--- src/verilog/gpl_params.svh ---
`ifndef GPL_PARAMS_SVH
`define GPL_PARAMS_SVH

// Register byte offsets
`define GPL_ADDR_CTRL    4'h0
`define GPL_ADDR_DELAY   4'h4
`define GPL_ADDR_DIV     4'h8
`define GPL_ADDR_STAT    4'hC

// Control register fields
`define GPL_F_MODE       2:0
`define GPL_F_IN_REG     3
`define GPL_F_IN_FALL    4
`define GPL_F_OUT_REG    5
`define GPL_F_OUT_FALL   6
`define GPL_F_OUT_INV    7
`define GPL_F_DDR        9:8
`define GPL_F_SERDES     10
`define GPL_F_PULL_DOWN  11

// Delay register fields
`define GPL_F_SE_IN      3:0
`define GPL_F_SE_OUT     7:4
`define GPL_F_DIFF_RX    13:8
`define GPL_F_DIFF_TX    21:16
`define GPL_F_DYN_EN     24
`define GPL_F_DIFF       25

// Divider register fields (half period minus one, in sys_clk cycles)
`define GPL_F_IN_DIV     7:0
`define GPL_F_OUT_DIV    15:8

// Pin modes
`define GPL_MODE_UNUSED  3'h0
`define GPL_MODE_INPUT   3'h1
`define GPL_MODE_OUTPUT  3'h2
`define GPL_MODE_BIDIR   3'h3
`define GPL_MODE_CLKOUT  3'h4

// Double-data variants
`define GPL_DDR_OFF      2'h0
`define GPL_DDR_NORMAL   2'h1
`define GPL_DDR_RESYNC   2'h2
`define GPL_DDR_PIPE     2'h3

// Reset values
`define GPL_CTRL_RST     32'h0000_0000
`define GPL_DELAY_RST    32'h0000_0000
`define GPL_DIV_RST      32'h0000_0101

// Delay chain step sizes in ps, applied by the analog chain
`define GPL_SE_STEP_PS   60
`define GPL_DIFF_STEP_PS 25
`define GPL_DYN_MAX      6'h3F

// Bus answers
`define GPL_RESP_OKAY    2'h0
`define GPL_RESP_SLVERR  2'h2

`endif

--- src/verilog/gpl_pkg.sv ---
package gpl_pkg;

  typedef struct packed {
    logic [3:0] data;
    logic       oe;
  } gpl_core_tx_t;

  typedef struct packed {
    logic [3:0] data;
  } gpl_core_rx_t;

endpackage

--- src/verilog/gpl_top.sv ---
`include "gpl_params.svh"

// Notes on behaviour
// - Input mode enables receive only, optional register on chosen input-clock edge.
// - Alternate input route never passes the input register.
// - Double-data input samples pad on both input-clock edges into two streams.
// - Output mode enables transmit only, optional register on chosen output-clock edge.
// - Registered output data may be inverted in output and bidirectional modes.
// - Double-data output captures two bits on opposite edges, muxed onto pad.
// - Bidirectional enables all paths; output clock registers data and enable.
// - Input and output registering are chosen independently in bidirectional mode.
// - Clock-output mode forwards the output clock to the pad.
// - While configuring, the pin is held with a weak pull-up.
// - Unused pins are tristated with weak pull-up, or selectable pull-down.
// - Double-data uses a two-bit core word per direction.
// - Normal double-data exchanges bits on both edges without retiming.
// - Resync and pipeline modes retime both bits to the rising edge.
// - Resync input delays the falling sample half a period to align.
// - One-to-four serdes only on the fast pin pair, full rate.
// - Single-ended static delay has 16 steps on input and output.
// - Differential receive static delay has 64 steps on positive input.
// - Differential transmit static delay offers 64 settings.
// - Dynamic delay acts on receive only, 64 steps, fast pair only.
// - Deserialised first bit lands on bit zero, last on bit three.
// - Bit zero is the rising sample, bit one the falling sample.
module gpl_top
  import gpl_pkg::*;
#(
  parameter bit FAST_PAIR = 1'b1
) (
  input  wire logic         sys_clk,
  input  wire logic         reset_n,
  input  wire logic [3:0]   s_axi_awaddr,
  input  wire logic         s_axi_awvalid,
  output logic              s_axi_awready,
  input  wire logic [31:0]  s_axi_wdata,
  input  wire logic [3:0]   s_axi_wstrb,
  input  wire logic         s_axi_wvalid,
  output logic              s_axi_wready,
  output logic [1:0]        s_axi_bresp,
  output logic              s_axi_bvalid,
  input  wire logic         s_axi_bready,
  input  wire logic [3:0]   s_axi_araddr,
  input  wire logic         s_axi_arvalid,
  output logic              s_axi_arready,
  output logic [31:0]       s_axi_rdata,
  output logic [1:0]        s_axi_rresp,
  output logic              s_axi_rvalid,
  input  wire logic         s_axi_rready,
  input  wire logic         config_active,
  input  wire gpl_core_tx_t core_tx,
  output gpl_core_rx_t      core_rx,
  input  wire logic         delay_adjust_enable,
  input  wire logic         delay_adjust_direction,
  output logic              alt_route,
  input  wire logic         pad_in,
  output logic              pad_out,
  output logic              pad_oe,
  output logic              pad_pull_up,
  output logic              pad_pull_down,
  output logic [5:0]        rx_static_tap,
  output logic [5:0]        rx_dynamic_tap,
  output logic [5:0]        tx_static_tap
);

  function automatic logic [31:0] gpl_strb_mask(input logic [3:0] strb);
    gpl_strb_mask = {{8{strb[3]}}, {8{strb[2]}}, {8{strb[1]}}, {8{strb[0]}}};
  endfunction

  logic [31:0] ctrl_r;
  logic [31:0] delay_r;
  logic [31:0] div_r;

  // Register bus state
  logic        aw_held_r;
  logic        w_held_r;
  logic [3:0]  awaddr_r;
  logic [31:0] wdata_r;
  logic [3:0]  wstrb_r;

  // Pin synchronisers
  logic pad_meta_r;
  logic pad_sync_r;
  logic cfg_meta_r;
  logic cfg_sync_r;

  // Clock dividers for the input and output clocks
  logic [7:0] in_cnt_r;
  logic       in_ph_r;
  logic [7:0] out_cnt_r;
  logic       out_ph_r;

  // Data path state
  logic       rx_fall_hold_r;
  logic       rx_rise_hold_r;
  logic [3:0] rx_shift_r;
  logic [1:0] rx_cnt_r;
  logic [2:0] tx_shift_r;
  logic [1:0] tx_cnt_r;
  logic       tx_fall_hold_r;
  logic [1:0] tx_pipe_r;
  logic [5:0] dyn_tap_r;

  // Decoded configuration
  wire [2:0] mode       = ctrl_r[`GPL_F_MODE];
  wire [1:0] ddr        = ctrl_r[`GPL_F_DDR];
  wire       rx_en      = (mode == `GPL_MODE_INPUT) || (mode == `GPL_MODE_BIDIR);
  wire       tx_en      = (mode == `GPL_MODE_OUTPUT) || (mode == `GPL_MODE_BIDIR);
  wire       serdes_on  = ctrl_r[`GPL_F_SERDES] && FAST_PAIR && (ddr == `GPL_DDR_OFF);
  wire       out_regd   = ctrl_r[`GPL_F_OUT_REG] || (ddr != `GPL_DDR_OFF) || serdes_on;
  wire       inv        = ctrl_r[`GPL_F_OUT_INV] && out_regd;
  wire       diff       = delay_r[`GPL_F_DIFF];
  wire       dyn_on     = delay_r[`GPL_F_DYN_EN] && FAST_PAIR;

  wire       in_wrap    = (in_cnt_r == div_r[`GPL_F_IN_DIV]);
  wire       in_rise    = in_wrap && !in_ph_r;
  wire       in_fall    = in_wrap && in_ph_r;
  wire       in_edge    = ctrl_r[`GPL_F_IN_FALL] ? in_fall : in_rise;
  wire       out_wrap   = (out_cnt_r == div_r[`GPL_F_OUT_DIV]);
  wire       out_rise   = out_wrap && !out_ph_r;
  wire       out_fall   = out_wrap && out_ph_r;
  wire       out_edge   = ctrl_r[`GPL_F_OUT_FALL] ? out_fall : out_rise;

  // Bus decode
  wire        wr_go     = aw_held_r && w_held_r && !s_axi_bvalid;
  wire [3:0]  wr_addr   = {awaddr_r[3:2], 2'h0};
  wire [3:0]  rd_addr   = {s_axi_araddr[3:2], 2'h0};
  wire [31:0] wr_mask   = gpl_strb_mask(wstrb_r);
  wire        wr_hit    = (wr_addr != `GPL_ADDR_STAT);
  wire [31:0] stat_word = {18'h0, cfg_sync_r, pad_sync_r, core_rx.data, 2'h0, dyn_tap_r};
  wire [31:0] rd_word   = (rd_addr == `GPL_ADDR_CTRL)  ? ctrl_r  :
                          (rd_addr == `GPL_ADDR_DELAY) ? delay_r :
                          (rd_addr == `GPL_ADDR_DIV)   ? div_r   : stat_word;

  // Write channel: address and data taken in either order, answer after both
  always_ff @(posedge sys_clk or negedge reset_n) begin
    if (!reset_n) begin
      aw_held_r     <= 1'b0;
      w_held_r      <= 1'b0;
      awaddr_r      <= 4'h0;
      wdata_r       <= 32'h0000_0000;
      wstrb_r       <= 4'h0;
      s_axi_awready <= 1'b1;
      s_axi_wready  <= 1'b1;
      s_axi_bvalid  <= 1'b0;
      s_axi_bresp   <= `GPL_RESP_OKAY;
    end else begin
      if (s_axi_awvalid && s_axi_awready) begin
        aw_held_r     <= 1'b1;
        awaddr_r      <= s_axi_awaddr;
        s_axi_awready <= 1'b0;
      end
      if (s_axi_wvalid && s_axi_wready) begin
        w_held_r     <= 1'b1;
        wdata_r      <= s_axi_wdata;
        wstrb_r      <= s_axi_wstrb;
        s_axi_wready <= 1'b0;
      end
      if (wr_go) begin
        s_axi_bvalid <= 1'b1;
        s_axi_bresp  <= wr_hit ? `GPL_RESP_OKAY : `GPL_RESP_SLVERR;
      end
      if (s_axi_bvalid && s_axi_bready) begin
        s_axi_bvalid  <= 1'b0;
        aw_held_r     <= 1'b0;
        w_held_r      <= 1'b0;
        s_axi_awready <= 1'b1;
        s_axi_wready  <= 1'b1;
      end
    end
  end

  always_ff @(posedge sys_clk or negedge reset_n) begin
    if (!reset_n) begin
      ctrl_r  <= `GPL_CTRL_RST;
      delay_r <= `GPL_DELAY_RST;
      div_r   <= `GPL_DIV_RST;
    end else if (wr_go) begin
      if (wr_addr == `GPL_ADDR_CTRL) begin
        ctrl_r <= (ctrl_r & ~wr_mask) | (wdata_r & wr_mask);
      end
      if (wr_addr == `GPL_ADDR_DELAY) begin
        delay_r <= (delay_r & ~wr_mask) | (wdata_r & wr_mask);
      end
      if (wr_addr == `GPL_ADDR_DIV) begin
        div_r <= (div_r & ~wr_mask) | (wdata_r & wr_mask);
      end
    end
  end

  // Read channel: one cycle to answer
  always_ff @(posedge sys_clk or negedge reset_n) begin
    if (!reset_n) begin
      s_axi_arready <= 1'b1;
      s_axi_rvalid  <= 1'b0;
      s_axi_rdata   <= 32'h0000_0000;
      s_axi_rresp   <= `GPL_RESP_OKAY;
    end else if (s_axi_arvalid && s_axi_arready) begin
      s_axi_arready <= 1'b0;
      s_axi_rvalid  <= 1'b1;
      s_axi_rdata   <= rd_word;
      s_axi_rresp   <= `GPL_RESP_OKAY;
    end else if (s_axi_rvalid && s_axi_rready) begin
      s_axi_rvalid  <= 1'b0;
      s_axi_arready <= 1'b1;
    end
  end

  // Pad and configuration level arrive from outside the clock domain
  always_ff @(posedge sys_clk or negedge reset_n) begin
    if (!reset_n) begin
      pad_meta_r <= 1'b0;
      pad_sync_r <= 1'b0;
      cfg_meta_r <= 1'b1;
      cfg_sync_r <= 1'b1;
    end else begin
      pad_meta_r <= pad_in;
      pad_sync_r <= pad_meta_r;
      cfg_meta_r <= config_active;
      cfg_sync_r <= cfg_meta_r;
    end
  end

  always_ff @(posedge sys_clk or negedge reset_n) begin
    if (!reset_n) begin
      alt_route <= 1'b0;
    end else begin
      alt_route <= pad_sync_r;
    end
  end

  // Input and output clocks are enable pulses, not real clocks
  always_ff @(posedge sys_clk or negedge reset_n) begin
    if (!reset_n) begin
      in_cnt_r  <= 8'h00;
      in_ph_r   <= 1'b0;
      out_cnt_r <= 8'h00;
      out_ph_r  <= 1'b0;
    end else begin
      in_cnt_r  <= in_wrap ? 8'h00 : in_cnt_r + 8'h01;
      in_ph_r   <= in_ph_r ^ in_wrap;
      out_cnt_r <= out_wrap ? 8'h00 : out_cnt_r + 8'h01;
      out_ph_r  <= out_ph_r ^ out_wrap;
    end
  end

  // Receive path; runs whenever the mode has it, whatever the enable
  always_ff @(posedge sys_clk or negedge reset_n) begin
    if (!reset_n) begin
      core_rx        <= '0;
      rx_fall_hold_r <= 1'b0;
      rx_rise_hold_r <= 1'b0;
      rx_shift_r     <= 4'h0;
      rx_cnt_r       <= 2'h0;
    end else if (rx_en) begin
      if (serdes_on) begin
        if (in_edge) begin
          rx_shift_r <= {pad_sync_r, rx_shift_r[3:1]};
          rx_cnt_r   <= rx_cnt_r + 2'h1;
          if (rx_cnt_r == 2'h3) begin
            core_rx.data <= {pad_sync_r, rx_shift_r[3:1]};
          end
        end
      end else begin
        case (ddr)
          `GPL_DDR_NORMAL: begin
            if (in_rise) begin
              core_rx.data[0] <= pad_sync_r;
            end
            if (in_fall) begin
              core_rx.data[1] <= pad_sync_r;
            end
          end
          `GPL_DDR_RESYNC: begin
            if (in_fall) begin
              rx_fall_hold_r <= pad_sync_r;
            end
            if (in_rise) begin
              core_rx.data[1:0] <= {rx_fall_hold_r, pad_sync_r};
            end
          end
          `GPL_DDR_PIPE: begin
            if (in_fall) begin
              rx_fall_hold_r <= pad_sync_r;
            end
            if (in_rise) begin
              rx_rise_hold_r    <= pad_sync_r;
              core_rx.data[1:0] <= {rx_fall_hold_r, rx_rise_hold_r};
            end
          end
          default: begin
            if (in_edge || !ctrl_r[`GPL_F_IN_REG]) begin
              core_rx.data[0] <= pad_sync_r;
            end
          end
        endcase
      end
    end
  end

  // Transmit path and pad driver
  always_ff @(posedge sys_clk or negedge reset_n) begin
    if (!reset_n) begin
      pad_out        <= 1'b0;
      pad_oe         <= 1'b0;
      tx_shift_r     <= 3'h0;
      tx_cnt_r       <= 2'h0;
      tx_fall_hold_r <= 1'b0;
      tx_pipe_r      <= 2'h0;
    end else if (cfg_sync_r || !(tx_en || mode == `GPL_MODE_CLKOUT)) begin
      pad_oe <= 1'b0;
    end else if (mode == `GPL_MODE_CLKOUT) begin
      pad_oe  <= 1'b1;
      pad_out <= out_ph_r;
    end else begin
      if (mode == `GPL_MODE_OUTPUT) begin
        pad_oe <= 1'b1;
      end else if (!out_regd || out_edge) begin
        pad_oe <= core_tx.oe;
      end
      if (serdes_on) begin
        if (out_edge) begin
          tx_cnt_r <= tx_cnt_r + 2'h1;
          if (tx_cnt_r == 2'h0) begin
            pad_out    <= core_tx.data[0] ^ inv;
            tx_shift_r <= core_tx.data[3:1];
          end else begin
            pad_out    <= tx_shift_r[0] ^ inv;
            tx_shift_r <= {1'b0, tx_shift_r[2:1]};
          end
        end
      end else begin
        case (ddr)
          `GPL_DDR_NORMAL: begin
            if (out_rise) begin
              pad_out <= core_tx.data[0] ^ inv;
            end
            if (out_fall) begin
              pad_out <= core_tx.data[1] ^ inv;
            end
          end
          `GPL_DDR_RESYNC: begin
            if (out_rise) begin
              pad_out        <= core_tx.data[0] ^ inv;
              tx_fall_hold_r <= core_tx.data[1];
            end
            if (out_fall) begin
              pad_out <= tx_fall_hold_r ^ inv;
            end
          end
          `GPL_DDR_PIPE: begin
            if (out_rise) begin
              tx_pipe_r      <= core_tx.data[1:0];
              pad_out        <= tx_pipe_r[0] ^ inv;
              tx_fall_hold_r <= tx_pipe_r[1];
            end
            if (out_fall) begin
              pad_out <= tx_fall_hold_r ^ inv;
            end
          end
          default: begin
            if (out_edge || !out_regd) begin
              pad_out <= core_tx.data[0] ^ inv;
            end
          end
        endcase
      end
    end
  end

  always_ff @(posedge sys_clk or negedge reset_n) begin
    if (!reset_n) begin
      pad_pull_up   <= 1'b1;
      pad_pull_down <= 1'b0;
    end else begin
      pad_pull_up   <= cfg_sync_r ||
                       (mode == `GPL_MODE_UNUSED && !ctrl_r[`GPL_F_PULL_DOWN]);
      pad_pull_down <= !cfg_sync_r && mode == `GPL_MODE_UNUSED && ctrl_r[`GPL_F_PULL_DOWN];
    end
  end

  // Dynamic tap counter, saturating at both ends
  always_ff @(posedge sys_clk or negedge reset_n) begin
    if (!reset_n) begin
      dyn_tap_r <= 6'h00;
    end else if (dyn_on && delay_adjust_enable) begin
      if (delay_adjust_direction && dyn_tap_r != `GPL_DYN_MAX) begin
        dyn_tap_r <= dyn_tap_r + 6'h01;
      end else if (!delay_adjust_direction && dyn_tap_r != 6'h00) begin
        dyn_tap_r <= dyn_tap_r - 6'h01;
      end
    end
  end

  // Static taps; differential receive drops static when dynamic is on
  always_ff @(posedge sys_clk or negedge reset_n) begin
    if (!reset_n) begin
      rx_static_tap  <= 6'h00;
      rx_dynamic_tap <= 6'h00;
      tx_static_tap  <= 6'h00;
    end else begin
      if (diff && FAST_PAIR) begin
        rx_static_tap <= dyn_on ? 6'h00 : delay_r[`GPL_F_DIFF_RX];
        tx_static_tap <= delay_r[`GPL_F_DIFF_TX];
      end else begin
        rx_static_tap <= {2'h0, delay_r[`GPL_F_SE_IN]};
        tx_static_tap <= {2'h0, delay_r[`GPL_F_SE_OUT]};
      end
      rx_dynamic_tap <= dyn_on ? dyn_tap_r : 6'h00;
    end
  end

endmodule

--- config.mk ---
export PLATFORM = sky130hd
export DESIGN_NAME = gpl_top
export DESIGN_NICKNAME = d
export VERILOG_FILES = /design/src/verilog/gpl_pkg.sv /design/src/verilog/gpl_top.sv
export VERILOG_INCLUDE_DIRS = /design/src /design/src/verilog
export SDC_FILE = /design/constraint.sdc
export NUM_CORES = 1
export LEC_CHECK = 0
export ABC_AREA = 1
export BUFFER_PORTS_ARGS = -buffer_cell sky130_fd_sc_hd__buf_4
export CORE_MARGIN = 1.5
export CORE_UTILIZATION = 27
export CTS_CLUSTER_DIAMETER = 80
export DETAILED_ROUTE_END_ITERATION = 16
export RECOVER_POWER = 50
export SLEW_MARGIN = 20
export SYNTH_ARGS = -nofsm -noshare
export SYNTH_HDL_FRONTEND = slang
export SYNTH_SLANG_ARGS = --single-unit
--- constraint.sdc ---
create_clock -name sys_clk -period 6.3 [get_ports sys_clk]
set_input_delay 0.315 -clock sys_clk [delete_from_list [all_inputs] [get_ports sys_clk]]
set_output_delay 0.315 -clock sys_clk [all_outputs]
set_load 0.01 [all_outputs]
**Word-level counts from Yosys, hierarchy flattened**

Cells that the tools add are included.
W data, S select, Z words.

- Flip-flop bits (word level): 248
- Bits in latches: 0
- Bits in writable memories: 0
- ROM bits: 0
- Logic and storage cells: 219
- Memories: 0

- Add/subtract/negate cells: 6
- Multiply operators: 0
- Div/mod/pow operators: 0
- Magnitude comparators: 0
- Equal/unequal tests: 26
- Shift-type cells: 0
- Mux-type cells: 57
- Bitwise logic cells: 18
- Reduce and logical (&&, ||, !) cells: 69

Operator list:

| kind | number |
|---|---|
| $and A32 B32 Y32 | 4 |
| $mux W32 | 3 |
| $or A32 B32 Y32 | 3 |
| $mux W6 | 6 |
| $mux W1 | 35 |
| $not A32 Y32 | 1 |
| $reduce_and A4 Y1 | 5 |
| $logic_and A1 B1 Y1 | 19 |
| $add A8 B1 Y8 const B | 2 |
| $eq A8 B8 Y1 | 2 |
| $mux W8 | 2 |
| $reduce_and A7 Y1 | 2 |
| $reduce_bool A2 Y1 | 7 |
| $mux W2 | 6 |
| $ne A3 B3 Y1 const B | 4 |
| $reduce_bool A6 Y1 | 2 |
| $eq A2 B2 Y1 const B | 5 |
| $logic_not A1 Y1 | 9 |
| $logic_or A1 B1 Y1 | 9 |
| $pmux W1 S3 | 3 |
| $logic_not A4 Y1 | 2 |
| $reduce_and A2 Y1 | 4 |
| $reduce_bool A4 Y1 | 2 |
| $xor A1 B1 Y1 | 7 |
| other kinds (22) | 32 |

**Logic depth before layout (Yosys ltp)**

Gate-level depths: netlist of the first run.

- Depth in word-level cells: 10
- Mapped depth: 16
- Gate-level depth less buffers: 16

**Least setup slack after synthesis of the first run**

Ideal clock, no wire load.

- Kind: register to register
- Start: register (tool-made name)
- End: register rx_cnt_r[1]
- Arrival: 2165 ps
- Data required time: 6175 ps
- Setup slack: 4010 ps
- Stages on the path, launching flop included: 9
- Path buffers: 0
- Period minus slack after synthesis: 2290 ps
- Path through: dfstp_2 > or2_2 > o211ai_1 > nor3_2 > ha_1 > inv_1 > o21ai_1 > nand3_1 > mux2_2

RTL lines:

| what | line | source |
|---|---|---|
| end signal, assigned | gpl_top.sv:259 | `rx_cnt_r <= rx_cnt_r + 2'h1;` |
| end, declared | gpl_top.sv:97 | `logic [1:0] rx_cnt_r;` |

**Worst setup path after layout of the first run**

- Start: register s_axi_arready
- End: register s_axi_rdata[15]

- Longest elaborated chain between the ends: 1

Ends and longest elaborated chain:

| what | line | source |
|---|---|---|
| start, declared | gpl_top.sv:45 | `output logic s_axi_arready,` |
| start signal, assigned | gpl_top.sv:194 | `s_axi_arready <= 1'b1;` |
| start signal, assigned | gpl_top.sv:199 | `s_axi_arready <= 1'b0;` |
| start signal, assigned | gpl_top.sv:205 | `s_axi_arready <= 1'b1;` |
| $logic_and A1 B1 Y1 | gpl_top.sv:198 | `end else if (s_axi_arvalid && s_axi_arready) begin` |
| end signal, assigned | gpl_top.sv:201 | `s_axi_rdata <= rd_word;` |
| end, declared | gpl_top.sv:46 | `output logic [31:0] s_axi_rdata,` |

No other way between the ends.
A chain may end at the register's enable or synchronous reset.

==> results of run 1 <==
-- critical path, cell delays in order (launching register included) --
cell,delay [ps]
dfstp_1,540
nand2_1,60
clkbuf_1,720
clkinv_1,150
clkbuf_1,1460
o21ai_0,370
a221oi_1,360
nor2_1,70
-- placed cells by master, fill, tap and decap left out, drive strengths merged, types with 2 or more instances in the layout --
master       synthesis  layout
inv                127     129
nor3b                5       5
a31oi               16      16
buf                 29      57
bufinv               0       2
o31ai                3       3
nor3                13      13
o21ai              187     187
a41oi                5       5
ha                  19      19
or2                  4       4
dfrtp              236     236
xor2                 7       7
dlygate4sd3          0      45
nand4                7       7
dfstp                8       8
conb                 1       3
nor4                 4       4
clkinv               1       4
nand3               74      74
o22ai                3       3
nor2                61      61
nand2              279     279
o211ai              14      14
xnor2                8       8
clkbuf              20     114
a21oi               55      55
mux2                 2       2
-- cells by family after synthesis --
family,count (synthesis),synth area share
xor+xnor,15,0.0123
fa+ha+maj,20,0.0241
other cells,1,0.000351
simple gates,449,0.177
buf+inv,177,0.0669
compound gates,286,0.144
mux,2,0.00211
flops,244,0.573
-- through the flow --
step | util | power (mW)
after floorplan | - | 3.71
after global placement | 0.311 | 4.46
after detailed placement | 0.311 | 4.52
after CTS | 0.347 | 6.24
after global routing | 0.339 | 6.49
final | 0.339 | 6.01
-- how the worst max path moves through the flow --
| stage | slack (ps) | end | cells past startpoint |
|---|---|---|---|
| finish | 2380 | s_axi_rdata[15]$_DFFE_PN0P_ | 7 |
| global route | 2090 | s_axi_rdata[15]$_DFFE_PN0P_ | 7 |
| CTS | 3480 | rx_shift_r[1]$_DFFE_PN0P_ | 8 |
| detailed placement | 3510 | rx_cnt_r[1]$_DFFE_PN0P_ | 8 |
| global placement | 3550 | rx_cnt_r[1]$_DFFE_PN0P_ | 8 |
| floorplan | 4010 | rx_cnt_r[1]$_DFFE_PN0P_ | 8 |
-- power groups by stage --
stage | clock network [mW] | registers, mW | logic (mW)
2_1_floorplan | 0 | 2.58 | 1.13
3_3_place_gp | 0 | 2.62 | 1.83
3_5_place_dp | 0 | 2.64 | 1.89
4_1_cts | 1.70 | 2.62 | 1.92
5_1_grt | 1.78 | 2.69 | 2.02
6_report | 1.65 | 2.61 | 1.75
-- cell type report --
class | instances | share of cell area
Clock inverter | 8 | 0.00864
Tap cell | 518 | 0.0492
Clock buffer | 44 | 0.0631
Inverter | 128 | 0.0365
Timing Repair Buffer | 172 | 0.0877
Multi-Input combinational cell | 775 | 0.291
Sequential cell | 244 | 0.464
-- routing by layer --
| layer | GRT usage | wire length [um] | vias to the layer above |
|---|---|---|---|
| met4 | 0.0392 | 600 | 0 |
| met1 | 0.189 | 13200 | 4159 |
| li1 | - | - | 4240 |
| met5 | 0 | 0 | - |
| met2 | 0.248 | 14100 | 212 |
| met3 | 0.0258 | 1490 | 42 |
-- repair_timing --
action | 4_1_cts | 5_1_grt
resized for setup | 0 | 0
endpoints found under the hold margin | 150 | 0
hold buffers | 45 | 0
setup buffers | 0 | 0
==> impl_results.md, run 1 <==
* Leak pwr at 6.08 nW
* Clock sinks at 244
* Die area at 40,700 um2
* Final setup violation count at 0
* Placed cells at 1,792
* Count leader, synth: nand2_1
* Start point of the worst hold path: s_axi_wdata[17]
* Yosys cell types at 43
* Detailed Routing Iterations Pass 1 at 5
* Maximum vdd drop at 0.211 mV
* H-tree Lvls at 1
* Max_slew headroom at -0.355
* Post-place setup slack at 3510 ps
* Routed WL at 29.4 mm
* Max_cap viols at 4
* Hold Path Depth at 3
* DR iter-0 viols at 515
* CTS root buffer: clkbuf_16
* Synth top area share at 0.553
* First-pass GRT wire length at 47.1 mm
* Post-synth top cells: nand2_1, dfrtp_1, o21ai_0, inv_1, nand3_1
* Yosys reg bits at 244
* Setup total negative slack at 0 ps
* R2R setup slack at 2380 ps
* Kind of end point of the critical path: flip-flop
* Post-DRT Antenna Nets at 0
* Reg2Reg Depth at 7
* Vias in the first global route at 8,493
* DIE HEIGHT at 202 um
* Area Overhead vs Synth at 23.4%
* Asr flop ratio synth at 1.00
* CTS max path bufs at 3
* Fmax at 255 MHz
* Final Hold Fails at 0
* GRT Util Overall at 0.145
* Clk_skew at 15.9 ps
* Final #Nets at 1,429
* Pins Over Slew Limit at 133
* Pin count of the biggest net entering global routing at 111
* Initial antenna violation count at 0
* Worst hold slack at 29.8 ps
* Final period util at 0.622
* Share of layout cells above drive strength 1 at 0.0868
* GRT Residual Overflow at 0
* CTS tree: built
* PortBufs at 120
* Crit Reg-Reg Endpoint: s_axi_rdata[15]$_DFFE_PN0P_
* Fin worst setup slack at 2380 ps
* Ys flop type: dfrtp_1
* Core Box Area at 38,800 um2
* Clock power frac at 0.275
* Hpwl dp at 20.0 mm
* Combinational power share at 0.291
* Reg2Reg Launch Point: s_axi_arready$_DFFE_PN1P_
* Worst Hold Endpoint: wdata_r[17]$_DFFE_PN0P_
* Largest cells by area after synthesis: dfrtp_1, nand2_1, o21ai_0, inv_1, nand3_1
* Int Power at 3.79 mW
* Synth Cell Area at 10,700 um2
* Drt via density at 4.58
* Cells after Synth at 1,194
* # rows at 72
* RSZ-0062 raised after global routing: false
* Crit-path max FO at 35
* PwrDens at 456 nW/um2
* Worst Tran Pin Value at 2030 ps
* Fillcell total at 4,031
* Top cell type by total area after synthesis: dfrtp_1
* Critical path class: reg2reg
* Sequential area share after synthesis at 0.573
* Initial core utilization at 0.275
* Average instance area after synthesis at 8.94 um2
* CTS buffer count at 28
* Worst EP required at 6720 ps
* Crit path time final at 3920 ps
* Residual DRC count at 0
* Synth Warn # at 0
* Post-Layout Inst Area at 13,200 um2
* CP startpoint: s_axi_arready$_DFFE_PN1P_
* Via count at 8,653
* Reg power frac at 0.434
* Switching power at 2.22 mW
* Routability cong. at 0.817
* Clk_lat worst skew at 550 ps
* Net Sw Frac at 0.369
* Violations in the final reports: max-capacitance violations, max-slew violations
* Critical Path AT at 4340 ps
* Post-Layout Cell Count at 1,889
* Clk pin slew, worst setup/hold paths at 60 ps
* Outcome: complete, but fails checks
* Area of the multi-input gates at 3830 um2
* Post-synth EDFFs at 0
* Num ports at 128
* Hold Crit Class: in2reg
* Register Area at 6120 um2
* Inserted Diodes at 0
* Startpoint types: flip-flop
* Drt wl/cell at 15.6 um
* Die X at 202 um
* Area after DPL at 12,100 um2
No activity file was read; power rests on OpenSTA's default activity.
==> run 2, diff against run 1 <==
- ABC_AREA: 1 -> 0
- clock period: 6.3 -> 4 ns (I/O delays scaled with it)
==> run 2 against run 1 <==
- the flow still finishes with violations (max-capacitance violations, max-slew violations)
- worst setup slack worse by 1100 ps
- core utilization is 1.3 points higher
- combinational power is 69% higher
- power is 70% higher
- cell count is 18% lower
- largest cell class unchanged
==> impl_results.md, run 2 <==
* Leak pwr at 6.31 nW
* # resized after CTS at 0
* Drt wl/cell at 16.9 um
* Outcome: complete, but fails checks
* XOR/XNOR Fraction of Synth Area at 0.0286
* Fillcell total at 3,823
* Post-synth top cells: dfrtp_1, mux2_2, nand2_1, nor2_1, o21ai_0
* Worst hold slack at 79.8 ps
* Inserted Diodes at 0
* Final #Nets at 1,093
* Setup total negative slack at 0 ps
* Synth Warn # at 0
* Hold Crit Class: in2reg
* Via count at 6,970
* Core Box Area at 38,900 um2
* Synth top area share at 0.550
* Violations in the final reports: max-capacitance violations, max-slew violations
* Yosys reg bits at 244
* Detailed Routing Iterations Pass 1 at 4
* Num ports at 128
* CTS buffer count at 29
* Yosys cell types at 53
* Final setup violation count at 0
* Commonest non-fill, non-tap cell in the layout: dfrtp_1
* Synth Cell Area at 10,700 um2
* Pins Over Slew Limit at 103
* H-tree Lvls at 1
* CTS root buffer: clkbuf_16
* Routability cong. at 0.804
* Crit-path max FO at 9
* Average instance area after synthesis at 13.0 um2
* Critical Path AT at 3160 ps
* Startpoint types: flip-flop
* PwrDens at 743 nW/um2
* Post-layout util at 0.352
* Largest family of logic cells by synthesized area: multiplexers
* Hpwl dp at 18.0 mm
* Cells after Synth at 828
* Share of layout cells above drive strength 1 at 0.339
* Fmax at 367 MHz
* Clk pin slew, worst setup/hold paths at 60 ps
* Count leader, synth: dfrtp_1
* Max_slew headroom at -0.134
* GRT Residual Overflow at 0
* Worst EP required at 4430 ps
* Top cell type by total area after synthesis: dfrtp_1
* Initial antenna violation count at 1
* Die area at 40,900 um2
* Post-DRT Antenna Nets at 0
* Asr flop ratio synth at 1.00
* PortBufs at 120
* Initial core utilization at 0.276
* DIE HEIGHT at 202 um
* Pin count of the biggest net entering global routing at 132
* Most frequent cells in the layout: dfrtp_1, mux2_2, buf_4, nand2_1, dlygate4sd3_1
* Kind of end point of the critical path: flip-flop
* Post-synth EDFFs at 0
* Largest cells by area after synthesis: dfrtp_1, mux2_2, mux2i_1, mux4_2, ha_1
* Crit path time final at 2730 ps
* Post-Synth Adder-Cell Area at 0.0240
* Vias in the first global route at 7,267
* Critical path class: reg2reg
* Worst Tran Pin Value at 1700 ps
* Clk_skew at 16.1 ps
* Residual DRC count at 0
* Ys flop type: dfrtp_1
* Post-synthesis simple-gate area fraction at 0.0790
* Post-synthesis mux area share at 0.223
* DR iter-0 viols at 288
* Area Overhead vs Synth at 27.8%
* Routed WL at 26.2 mm
* RSZ-0062 raised after global routing: false
* GRT Util Overall at 0.129
* Drt via density at 4.49
* Max_cap viols at 3
* First-pass GRT wire length at 41.4 mm
* CTS tree: built
* Clk_lat worst skew at 550 ps
* Sequential area share after synthesis at 0.570
* Maximum vdd drop at 0.291 mV
* CTS max path bufs at 3
* Final Hold Fails at 0
* # rows at 72
* Clock sinks at 244
* Die X at 202 um
* Final period util at 0.682
* Synth Area in Compound Gates at 0.0560
-- run 2: metrics by stage --
step / worst slack, ps / power, mW / cell area [um2] / std cells
2_1_floorplan: 1630 / 6.27 / 10700 / 830
3_3_place_gp: 1360 / 7.40 / 12200 / 1446
3_5_place_dp: 1300 / 7.51 / 12200 / 1446
4_1_cts: 1280 / 10.4 / 13800 / 1551
5_1_grt: 1020 / 10.9 / 13700 / 1552
6_report: 1270 / 10.2 / 13700 / 1552
-- run 2: final timing paths --
path                                               start                     endpoint  slack (ps)  depth (start not counted)
worst max register to register  dyn_tap_r[3]$_DFFE_PN0P_     dyn_tap_r[5]$_DFFE_PN0P_        1270                          8
max in group asynchronous                        reset_n    tx_shift_r[2]$_DFFE_PN0P_        1830                          3
min in group asynchronous                        reset_n  s_axi_rdata[27]$_DFFE_PN0P_         160                          2
worst max-delay path            dyn_tap_r[3]$_DFFE_PN0P_     dyn_tap_r[5]$_DFFE_PN0P_        1270                          8
worst min-delay path                          core_tx[0]           pad_oe$_DFFE_PN0P_          80                          4
worst min register to register      pad_meta_r$_DFF_PN0_         pad_sync_r$_DFF_PN0_         350                          0
-- run 2: metal layers --
layer	vias up	track usage	share of wire
met5	-	0	0.00031
met4	2	0.0339	0.018
met3	35	0.0231	0.043
met2	121	0.213	0.48
met1	3508	0.175	0.46
li1	3304	-	-
-- run 2: kinds of logic (layout without fill, tap and decap cells) --
family | after synthesis | count (layout)
DFF | 244 | 244
buffers and inverters | 49 | 253
other | 1 | 3
xor gates and xnor gates | 35 | 35
and+or+nand+nor | 172 | 172
muxes | 203 | 203
AOI/OAI and AO/OA | 104 | 104
adders and majority gates | 20 | 20
-- run 2: repair_timing --
action | in CTS | in global routing
setup buffers | 0 | 0
hold buffers | 53 | 0
endpoints found under the hold margin | 176 | 0
-- run 2: final cells by class --
class	instances	area, um2	area share
flip-flops and latches	244	6120	0.446
multi-input cells	537	4420	0.322
repair buffers	180	1440	0.105
clock buffers	40	857	0.0625
well taps	518	648	0.0473
clock inverters	12	153	0.0111
inverters	21	78.8	0.00575
-- run 2: worst max-delay path, stage by stage (launching register included) --
cell and delay (ps):
dfrtp_1 510, nand4_1 160, o21ai_2 380, ha_1 330, a211oi_1 240, o21bai_1 130, a21o_1 210, a221o_1 280
or3_1 360
-- run 2: where the power goes --
group | total (mW) | switching (mW) | leakage [nW] | internal [mW]
sequential | 4.49 | 0.947 | 3.09 | 3.54
combinational | 2.96 | 1.29 | 2.72 | 1.67
clock | 2.74 | 1.05 | 0.500 | 1.69
